`config.mk`:
```
export PLATFORM = sky130hd
export DESIGN_NAME = acsr_top
export DESIGN_NICKNAME = d
export VERILOG_FILES = /design/src/common/acsr_pkg.sv /design/src/hdl/acsr_top.sv
export VERILOG_INCLUDE_DIRS = /design/src /design/src/common
export SDC_FILE = /design/constraint.sdc
export NUM_CORES = 1
export LEC_CHECK = 0
export BUFFER_PORTS_ARGS = -buffer_cell sky130_fd_sc_hd__buf_2
export CAP_MARGIN = 20
export CORE_MARGIN = 3
export CORE_UTILIZATION = 35
export DETAILED_ROUTE_END_ITERATION = 16
export SLEW_MARGIN = 30
export SYNTH_ARGS = -nofsm -noshare
export SYNTH_HDL_FRONTEND = slang
export SYNTH_SLANG_ARGS = --single-unit
```
`constraint.sdc`:
```
create_clock -name CLK_SYS -period 4.4 [get_ports CLK_SYS]
set_clock_uncertainty 0.15 [all_clocks]
set_input_delay 0.44 -clock CLK_SYS [delete_from_list [all_inputs] [get_ports CLK_SYS]]
set_output_delay 0.44 -clock CLK_SYS [all_outputs]
set_load 0.03 [all_outputs]
```
`src/common/acsr_consts.svh`:
```
`ifndef ACSR_CONSTS_SVH
`define ACSR_CONSTS_SVH
// Zero-code modulator pattern, sent MSB first
`define ACSR_ZERO_PATTERN 4'h3
`define ACSR_PATTERN_LEN 4
// Soft reset field bit positions
`define ACSR_CH0_BIT 0
`define ACSR_CH1_BIT 1
// Reset value of held data
`define ACSR_DATA_RESET 24'h000000
// Default decimation ratio in clock cycles
`define ACSR_OSR_DEFAULT 256
// Default settling length in data periods
`define ACSR_SETTLE_DEFAULT 3
`endif

```
`src/common/acsr_pkg.sv`:
```
package acsr_pkg;
	// Converter word with its channel number
	typedef struct packed {
		logic ch;
		logic [23:0] code;
	} acsr_word_type;
	typedef enum logic [1:0] {ACSR_RUN, ACSR_HELD, ACSR_SETTLE} acsr_state_type;
endpackage

```
`src/hdl/acsr_top.sv`:
```
`timescale 1ns/10ps
`include "acsr_consts.svh"
// Notes on behaviour
// Each channel enters soft reset when its field bit is set, leaves when cleared.
// In soft reset the converter keeps running but its result reads zero.
// Entering soft reset clears only that channel's data register.
// After exit, valid codes follow the filter settling time, no extra delay.
// No data-ready pulse for a channel while it is held in soft reset; a pulse from a capture just before entry still shows in the first held cycle.
// Enabled bitstream output of a held channel repeats 0011.
// Phase delay setting is kept across soft reset.
// Exiting channel realigns to configured phase relative to the running one.
// One channel held never stops the internal clock; exit resyncs to it.
// Both held gates the core clock; either leaving restores it.
// Sampling clock keeps running even with both channels held.
// Field bit 0 controls channel 0, bit 1 controls channel 1.
module acsr_top import acsr_pkg::*; #(
	parameter int OSR = `ACSR_OSR_DEFAULT,
	parameter int SETTLE = `ACSR_SETTLE_DEFAULT,
	parameter int PHASE_W = 12
) (
	input wire logic CLK_SYS,
	input wire logic RESET,
	input wire logic [1:0] SOFT_RESET,
	input wire logic [PHASE_W-1:0] PHASE_DELAY,
	input wire logic [1:0] MOD_OUT_EN,
	input wire logic [1:0] MOD_BIT_IN,
	input wire logic [1:0] CONV_VALID,
	input wire logic [47:0] CONV_CODE,
	input wire logic OUT_READY,
	output logic [1:0] MODULATOR_BITSTREAM_OUT,
	output logic [47:0] DATA_REG,
	output logic [1:0] DATA_READY,
	output logic OUT_VALID,
	output acsr_word_type OUT_WORD,
	output logic CORE_CLK_EN,
	output logic SAMPLE_CLK_EN
);
	localparam int CW = $clog2(OSR);
	localparam int SW = $clog2(SETTLE + 1) + 1;

	// ***************************************************
	// Decimation frame counter, never stopped by soft reset
	// ***************************************************
	logic [CW-1:0] frame_cnt, next_frame_cnt;
	logic frame_tick;
	always_comb begin
		next_frame_cnt = frame_cnt + 1'b1;
		frame_tick = (frame_cnt == CW'(OSR - 1));
		if (frame_tick) begin
			next_frame_cnt = '0;
		end
	end
	always_ff @(posedge CLK_SYS) begin
		if (RESET) begin
			frame_cnt <= '0;
		end else begin
			frame_cnt <= next_frame_cnt;
		end
	end

	// ***************************************************
	// Clock enables: core gated only when both held
	// ***************************************************
	always_comb begin
		CORE_CLK_EN = ~(SOFT_RESET[`ACSR_CH1_BIT] & SOFT_RESET[`ACSR_CH0_BIT]);
		SAMPLE_CLK_EN = 1'b1;
	end

	// ***************************************************
	// Buffer signals shared with the channels
	// ***************************************************
	logic [1:0] buf_valid;
	logic buf_full;
	logic [1:0] push;
	acsr_word_type push_word [2];

	// ***************************************************
	// Zero-code pattern source, shared by both channels
	// ***************************************************
	// Free-running, so the pattern phase at hold entry is arbitrary
	logic [1:0] pat_idx, next_pat_idx;
	logic [`ACSR_PATTERN_LEN-1:0] zero_pat;
	logic zero_bit;
	assign zero_pat = `ACSR_ZERO_PATTERN;

	// Step through the pattern, MSB first
	always_comb begin
		next_pat_idx = pat_idx + 2'h1;
		zero_bit = zero_pat[2'h3 - pat_idx];
	end

	always_ff @(posedge CLK_SYS) begin
		if (RESET) begin
			pat_idx <= 2'h0;
		end else begin
			pat_idx <= next_pat_idx;
		end
	end

	// ***************************************************
	// Per-channel capture ticks from the shared frame counter
	// ***************************************************
	// Phase setting is read live, so a hold never loses it and an
	// exiting channel lands back on its old slot beside the running one
	logic [1:0] ch_tick;
	always_comb begin
		ch_tick[0] = frame_tick;
		ch_tick[1] = (frame_cnt == CW'(PHASE_DELAY));
	end

	// ***************************************************
	// Per-channel soft reset logic
	// ***************************************************
	genvar g;
	generate
		for (g = 0; g < 2; g++) begin : gen_ch
			acsr_state_type state, next_state;
			logic [SW-1:0] settle, next_settle;
			logic [23:0] data, next_data;
			logic rdy, next_rdy;
			logic mod, next_mod;
			logic held;
			logic running;
			logic capture;

			// Bit g of the field is channel g
			assign held = SOFT_RESET[g];

			// Hold, settle and run sequencing
			always_comb begin
				next_state = state;
				next_settle = settle;
				case (state)
					ACSR_RUN: begin
						if (held) begin
							next_state = ACSR_HELD;
						end
					end
					ACSR_HELD: begin
						if (!held) begin
							next_state = ACSR_SETTLE;
							next_settle = SW'(SETTLE);
						end
					end
					ACSR_SETTLE: begin
						if (held) begin
							next_state = ACSR_HELD;
						end else if (ch_tick[g]) begin
							// Settling counted in phase-aligned frames only
							next_settle = settle - 1'b1;
							if (settle == SW'(1)) begin
								next_state = ACSR_RUN;
							end
						end
					end
					default: begin
						next_state = ACSR_HELD;
					end
				endcase
			end

			always_ff @(posedge CLK_SYS) begin
				if (RESET) begin
					state <= ACSR_RUN;
					settle <= '0;
				end else begin
					state <= next_state;
					settle <= next_settle;
				end
			end

			// Capture only while running and not being held this cycle
			assign running = (state == ACSR_RUN) & ~held;
			assign capture = running & ch_tick[g] & CONV_VALID[g];

			// Data register, ready pulse and buffer push
			always_comb begin
				next_data = data;
				next_rdy = 1'b0;
				push[g] = 1'b0;
				push_word[g] = '{ch: 1'(g), code: CONV_CODE[g*24 +: 24]};
				if (held || state == ACSR_HELD) begin
					// Cleared on entry and kept clear while held
					next_data = `ACSR_DATA_RESET;
				end else if (capture) begin
					next_data = CONV_CODE[g*24 +: 24];
					next_rdy = 1'b1;
					push[g] = ~buf_full; // Word dropped when buffer full, or for channel 1 when channel 0 pushes in the same cycle
				end
			end

			always_ff @(posedge CLK_SYS) begin
				if (RESET) begin
					data <= `ACSR_DATA_RESET;
					rdy <= 1'b0;
				end else begin
					data <= next_data;
					rdy <= next_rdy;
				end
			end

			// Bitstream: zero pattern while held, raw bit otherwise, low when off
			always_comb begin
				next_mod = 1'b0;
				if (MOD_OUT_EN[g]) begin
					next_mod = held ? zero_bit : MOD_BIT_IN[g];
				end
			end

			always_ff @(posedge CLK_SYS) begin
				if (RESET) begin
					mod <= 1'b0;
				end else begin
					mod <= next_mod;
				end
			end

			// Outputs straight from the channel flip-flops
			assign DATA_REG[g*24 +: 24] = data;
			assign DATA_READY[g] = rdy;
			assign MODULATOR_BITSTREAM_OUT[g] = mod;
		end
	endgenerate

	// ***************************************************
	// Two-entry output buffer, only channel 0 kept on a tie
	// ***************************************************
	acsr_word_type buf_word [2], next_buf_word [2];
	logic [1:0] next_buf_valid;
	logic pop;
	assign buf_full = buf_valid[1];
	assign pop = buf_valid[0] & OUT_READY;

	// Both channels aligned on one frame can only push one; channel 0 wins
	logic push_any;
	acsr_word_type push_sel;
	always_comb begin
		push_any = push[0] | push[1];
		push_sel = push[0] ? push_word[0] : push_word[1];
	end

	// Shift on pop, then append the pushed word behind what remains
	always_comb begin
		next_buf_word = buf_word;
		next_buf_valid = buf_valid;
		if (pop) begin
			next_buf_word[0] = buf_word[1];
			next_buf_valid = {1'b0, buf_valid[1]};
		end
		if (push_any) begin
			if (!next_buf_valid[0]) begin
				next_buf_word[0] = push_sel;
				next_buf_valid[0] = 1'b1;
			end else begin
				next_buf_word[1] = push_sel;
				next_buf_valid[1] = 1'b1;
			end
		end
	end
	always_ff @(posedge CLK_SYS) begin
		if (RESET) begin
			buf_valid <= 2'h0;
			buf_word[0] <= '0;
			buf_word[1] <= '0;
		end else begin
			buf_valid <= next_buf_valid;
			buf_word <= next_buf_word;
		end
	end
	assign OUT_VALID = buf_valid[0];
	assign OUT_WORD = buf_word[0];
endmodule
```
* Word level (Yosys, flattened, before mapping)
Cells that the tools add are included.
** Word-level totals
- Register bits after elaboration :: 124
- Input bits :: 71
- Output and inout port bits :: 80
** Cells by class
- $add $sub $neg :: 5
- Magnitude comparators :: 1
- Equal/unequal tests :: 20
- Multiplexer cells :: 38
- Bitwise operators :: 15
- Reduce and logical (&&, ||, !) cells :: 16
** Operators with widths (count)
- $mux 25 :: 4
- $mux 50 :: 1
- $mux 2 :: 12
- $mux 3 :: 6
- $ne 2x2->1 const B :: 8
- $reduce_and 4->1 :: 4
- $ne 3x3->1 const B :: 4
- $pmux 2 s3 :: 2
- $pmux 3 s2 :: 2
- $mux 1 :: 10
- $reduce_or 2->1 :: 5
- $add 8x1->8 const B :: 1
- $and 1x1->1 :: 8
- $eq 8x8->1 :: 1
- $eq 8x8->1 const B :: 1
- $eq 3x1->1 const B :: 2
- $not 1->1 :: 6
- $sub 3x1->3 const B :: 2
- $eq 2x1->1 const B :: 2
- $eq 2x2->1 const B :: 2
- $logic_not 2->1 :: 2
- $reduce_bool 2->1 :: 2
- $lt 2x3->1 const B :: 1
- $add 2x1->2 const B :: 1
- other kinds (5) :: 6

* Logic depth before layout (Yosys ltp)
- Depth in word-level cells :: 9
- Mapped depth :: 8
- Mapped depth without buffers :: 6

* Worst setup path after synthesis
No wires, ideal clock.
- Path type :: reg2reg
- Start :: register frame_cnt[0]
- End :: register buf_word[23] (netlist bit)
- Setup time :: 0.123 ns
- Arrival time :: 2.158 ns
- Data required time :: 4.127 ns
- Setup slack :: 1.969 ns
- Stages on the path, launching flop included :: 9
- Path buffers :: 2
- Clock period less this slack :: 2.431 ns
- Path through :: dfxtp_1 ha_1 nand3_1 nor4_1 buf_4 nand2b_1 a21oi_4 buf_4 mux2_1
** Between the ends
- Cells in the longest elaborated chain, start to end :: 7
- Elaborated cells on any way between the ends :: 13
- Classes of those cells :: 2 x eq/ne; 5 x mux; 5 x bitwise; 1 x reduce/logical
** Ends and longest elaborated chain
- start: declaration :: line acsr_top.sv:44 : logic [CW-1:0] frame_cnt, next_frame_cnt;
- start signal: assignment :: line acsr_top.sv:57 : frame_cnt <= next_frame_cnt;
- $eq 8x8->1 (on tied branches) :: line acsr_top.sv:48, acsr_top.sv:108
- $and 1x1->1 (2 in a row) :: line acsr_top.sv:174 : assign capture = running & ch_tick[g] & CONV_VALID[g];
- $mux 1 :: line acsr_top.sv:185 : end else if (capture) begin
- $mux 1 :: line acsr_top.sv:182 : if (held || state == ACSR_HELD) begin
- $or 1x1->1 :: line acsr_top.sv:238 : push_any = push[0] | push[1];
- $reduce_and 2->1 (no line)
- end signal: assignment :: line acsr_top.sv:267 : buf_word <= next_buf_word;
- end: declaration :: line acsr_top.sv:228 : acsr_word_type buf_word [2], next_buf_word [2];
Parallel ways exist; a longest one is shown, timed or not.
A chain may end at the register's enable or synchronous reset.

* Final worst setup path
- Start :: register frame_cnt[0]
- End :: register buf_word[8] (netlist bit)
Same word-level chain as after synthesis.

==> key figures <==
Status
  – Status: complete, no violations

Critical path
  – Startpoint of the worst-slack reg-to-reg timing path: frame_cnt[0]
  – Nature of the critical path endpoint: register
  – CP max stage delay: around 560 ps
  – Slowest cell on the critical path: a21oi_4
  – Cell chain of the critical path: ha_1 > nand3_1 > nor4_2 > nand2b_1 > a21oi_4 > buf_4 > mux2_2
  – Launching instance or port of the critical path: frame_cnt[0]
  – Critical Path Start Type: register
  – Crit path buf inv count: 1
  – Worst endpoint data arrival time: 3170 ps
  – Peak fanout along the critical path: 13
  – Worst setup path class: reg -> reg
  – Critical Path RT: between 4000 and 5000 ps
  – Slack of the worst reg-to-reg path: roughly 1400 ps
  – Category of cells accounting for the largest share of critical-path delay: simple AND/OR/NAND/NOR gates

Drt
  – Number of DRC violations after detailed-routing iteration 0: ~220
  – Met1 layer wirelength in the final routing: about 6700 µm
  – Detailed-routed wire length on met3: approximately 780 µm
  – Final Routed Wirelength: ~14000 µm
  – Met2 wirelength from detailed routing: 6730 µm
  – Number of design rule violations left after detail routing: 0
  – DR vias/cell: 4.81
  – Average wire per standard cell: 15.6 µm
  – Number of optimization iterations in the first detailed-route pass: 4
  – Total number of vias: roughly 4500
  – Highest layer used for signal routing: met4
  – Remaining antenna violation count: 0

Cells and area
  – Post-route standard cell area excluding fillers: roughly 0.007 mm²
  – Post-layout net count: 775
  – Layout overhead on the synthesized area: 20.8%
  – Layout cell share with drive strength beyond 1: 0.321
  – Antenna diode count: 0

Die
  – Horizontal die dimension: approximately 130 µm
  – Initial Utilization: 0.358
  – Core area: about 0.016 mm²
  – DIE HEIGHT: between 100 and 150 µm
  – Number of ports placed on the die boundary: about 150
  – Cell row count: 46
  – Area of the die: between 0.015 and 0.02 mm²

Yosys
  – Register bit total from synthesis: 124
  – Most common flop cell mapped by yosys: dfxtp_1
  – Mapped Cells: approximately 600
  – Yosys cell types: 45
  – Mean instance size in the synthesized netlist: 9.63 µm²
  – Share of flip-flops with an asynchronous set or reset after synthesis: 0
  – Number of synthesis warnings: 0
  – Number of synthesized flops with an enable pin: 0
  – Post-Synthesis Net Count: about 670
  – Share of the yosys chip area belonging to registers: 0.435
  – Netlist area before placement: approximately 0.0057 mm²

Timing
  – Slew @ Worst Pin: 899 ps
  – TNS Setup: 0 ps
  – Number of setup violations in the final report: 0
  – Slew HR: 0.400
  – Post-route clock period utilization: 0.688
  – RSZ-0062 raised after global routing: false
  – Number of pins exceeding their max-slew limit in the final report: 0
  – Top achievable clock speed: 0.330 GHz
  – Post-route worst setup slack: 1370 ps
  – Final number of hold-violating endpoints: 0
  – Clock period minus worst slack: slightly above 3000 ps

CTS
  – Clock insertion delay at the later pin of the skew report: ~400 ps
  – Hold-fix buffer count after cts: 0
  – Number of CTS-inserted buffers: 17
  – Clk slew on worst S/H paths: around 50 ps
  – Post-cts resize count: 0
  – CTS tree: yes
  – Max H-tree Level: 4
  – Clk root buf: clkbuf_16
  – Sink count of the clock tree: approximately 120
  – Clk buf depth: 2
  – Number of buffers inserted to repair setup after CTS: 0

Global route
  – Wire length of the first global-routing pass: around 23000 µm
  – Via count of the first global-routing pass: around 4500
  – Initial antenna violation count: 0
  – Total overflow reported by the global router: 0
  – Gr usage total: 0.163
  – Maximum number of pins on one net before global-route repair: 62

Placement
  – DP Area: ~0.0064 mm²
  – Total of buffers placed on input and output ports: between 100 and 150
  – Worst slack at placement: about 1300 ps
  – Routability congestion estimate: between 0.7 and 0.8
  – Detailed-placement wirelength estimate: approximately 10000 µm

Worst hold path
  – Worst Hold Class: in -> reg
  – Worst Min Path Start: MOD_OUT_EN[0]

Power and ir drop
  – Relative contribution of the clock network to total power: 0.499
  – Power density over cell area: between 300 and 400 mW/mm²
  – Switch Pwr: between 500 and 600 µW
  – Static Leak: between 3 and 4 nW
  – Cell-internal power: roughly 2.0 mW
  – Worst vdd ir: ~0.00024 V
  – Share of power burned in combinational logic: 0.050
  – Switching fraction of total power: 0.224
  – Sequential group share of total power: 0.451

Job
  – Max-capacitance violation count: 0
metrics by stage:
| stage | hold WS, ps | instances | total power [mW] | util |
|---|---|---|---|---|
| 4_1_cts | 96.9 | 926 | 2.57 | 0.433 |
| 3_3_place_gp | 271 | 896 | 1.29 | 0.400 |
| 2_1_floorplan | 263 | 593 | 1.23 | - |
| 6_report | 114 | 926 | 2.53 | 0.433 |
| 5_1_grt | 113 | 926 | 2.63 | 0.433 |
| 3_5_place_dp | 281 | 896 | 1.29 | 0.400 |
cell families (layout without fill, tap and decap cells):
kind of cell,after synthesis,in the layout,share of synthesized area
muxes,123,123,0.231
AOI/OAI and AO/OA,46,46,0.0519
xor gates and xnor gates,17,17,0.0261
other,1,1,0.000657
DFF,124,124,0.435
adders and majority gates,5,5,0.0110
and+or+nand+nor,200,200,0.167
buffers and inverters,77,194,0.0774
synth_stat cells (2+ instances only):
master	instances	share of area
a211oi_1	2	0.0026
a21oi_1	22	0.019
and3_1	6	0.0066
and4_1	2	0.0031
buf_1	3	0.0020
buf_2	5	0.0044
buf_4	35	0.046
buf_6	2	0.0039
clkbuf_1	19	0.012
dfxtp_1	124	0.43
ha_1	5	0.011
inv_1	13	0.0085
mux2_1	2	0.0039
mux2_2	29	0.057
mux2_4	10	0.026
mux2i_1	82	0.14
nand2_1	41	0.027
nand2b_1	12	0.013
nand3_1	20	0.018
nand4_1	4	0.0044
nor2_1	80	0.053
nor2b_1	16	0.018
nor3_1	5	0.0044
nor3b_1	2	0.0026
o211ai_1	10	0.013
o21ai_0	4	0.0035
or2_2	3	0.0033
or3_1	2	0.0022
or4b_1	2	0.0035
xnor2_1	12	0.018
xor2_1	5	0.0077
path summary, 6_finish.rpt:
| check | endpoint | depth (start not counted) |
|---|---|---|
| max | buf_word[8] | 7 |
| min | gen_ch[0].mod | 2 |
| max reg2reg | buf_word[8] | 7 |
| min reg2reg | pat_idx[0] | 1 |
flip-flops by register name (all words and copies together), names as in the netlist:
signal / flops
OUT_WORD: 25
buf_valid: 2
buf_word: 25
frame_cnt: 8
gen_ch.data: 48
gen_ch.mod: 2
gen_ch.rdy: 2
gen_ch.settle: 6
gen_ch.state: 4
pat_idx: 2
power groups by stage:
stage	Combinational, mW	Clock (mW)	Sequential [mW]
after floorplan	0.0711	0	1.16
after detailed placement	0.129	0	1.17
after global routing	0.143	1.35	1.14
after CTS	0.130	1.29	1.14
final	0.128	1.26	1.14
after global placement	0.124	0	1.16
final cells by class:
type,count,area [µm²]
Clock inverter,7,68.8
Timing Repair Buffer,151,771
Inverter,13,48.8
Tap cell,216,270
Clock buffer,23,458
Sequential cell,124,2480
Multi-Input combinational cell,392,2800
Fill cell,1593,9040
placed cells by master, fill, tap and decap left out, drive strengths merged, types with 2 or more instances in the layout:
cell,synthesis,layout
xnor2,12,12
nand2,41,41
nor3b,2,2
nor2b,16,16
dfxtp,124,124
and3,6,6
nor4,2,2
mux2,41,41
nand2b,12,12
buf,45,151
o21ai,5,5
or4,2,2
a21oi,23,23
xor2,5,5
nor2,80,80
and4,2,2
clkinvlp,0,2
nand4,4,4
or4b,2,2
or2,3,3
nor3,5,5
a211oi,2,2
o211ai,10,10
nand3,20,20
clkbuf,19,23
ha,5,5
clkinv,0,4
or3,2,2
inv,13,13
mux2i,82,82
metal layers:
layer,GRT usage,vias to the layer above
met5,0,-
met3,0.0412,17
met1,0.207,2100
li1,-,2197
met2,0.264,136
met4,0.0674,0
No activity file was read; power rests on OpenSTA's default activity.
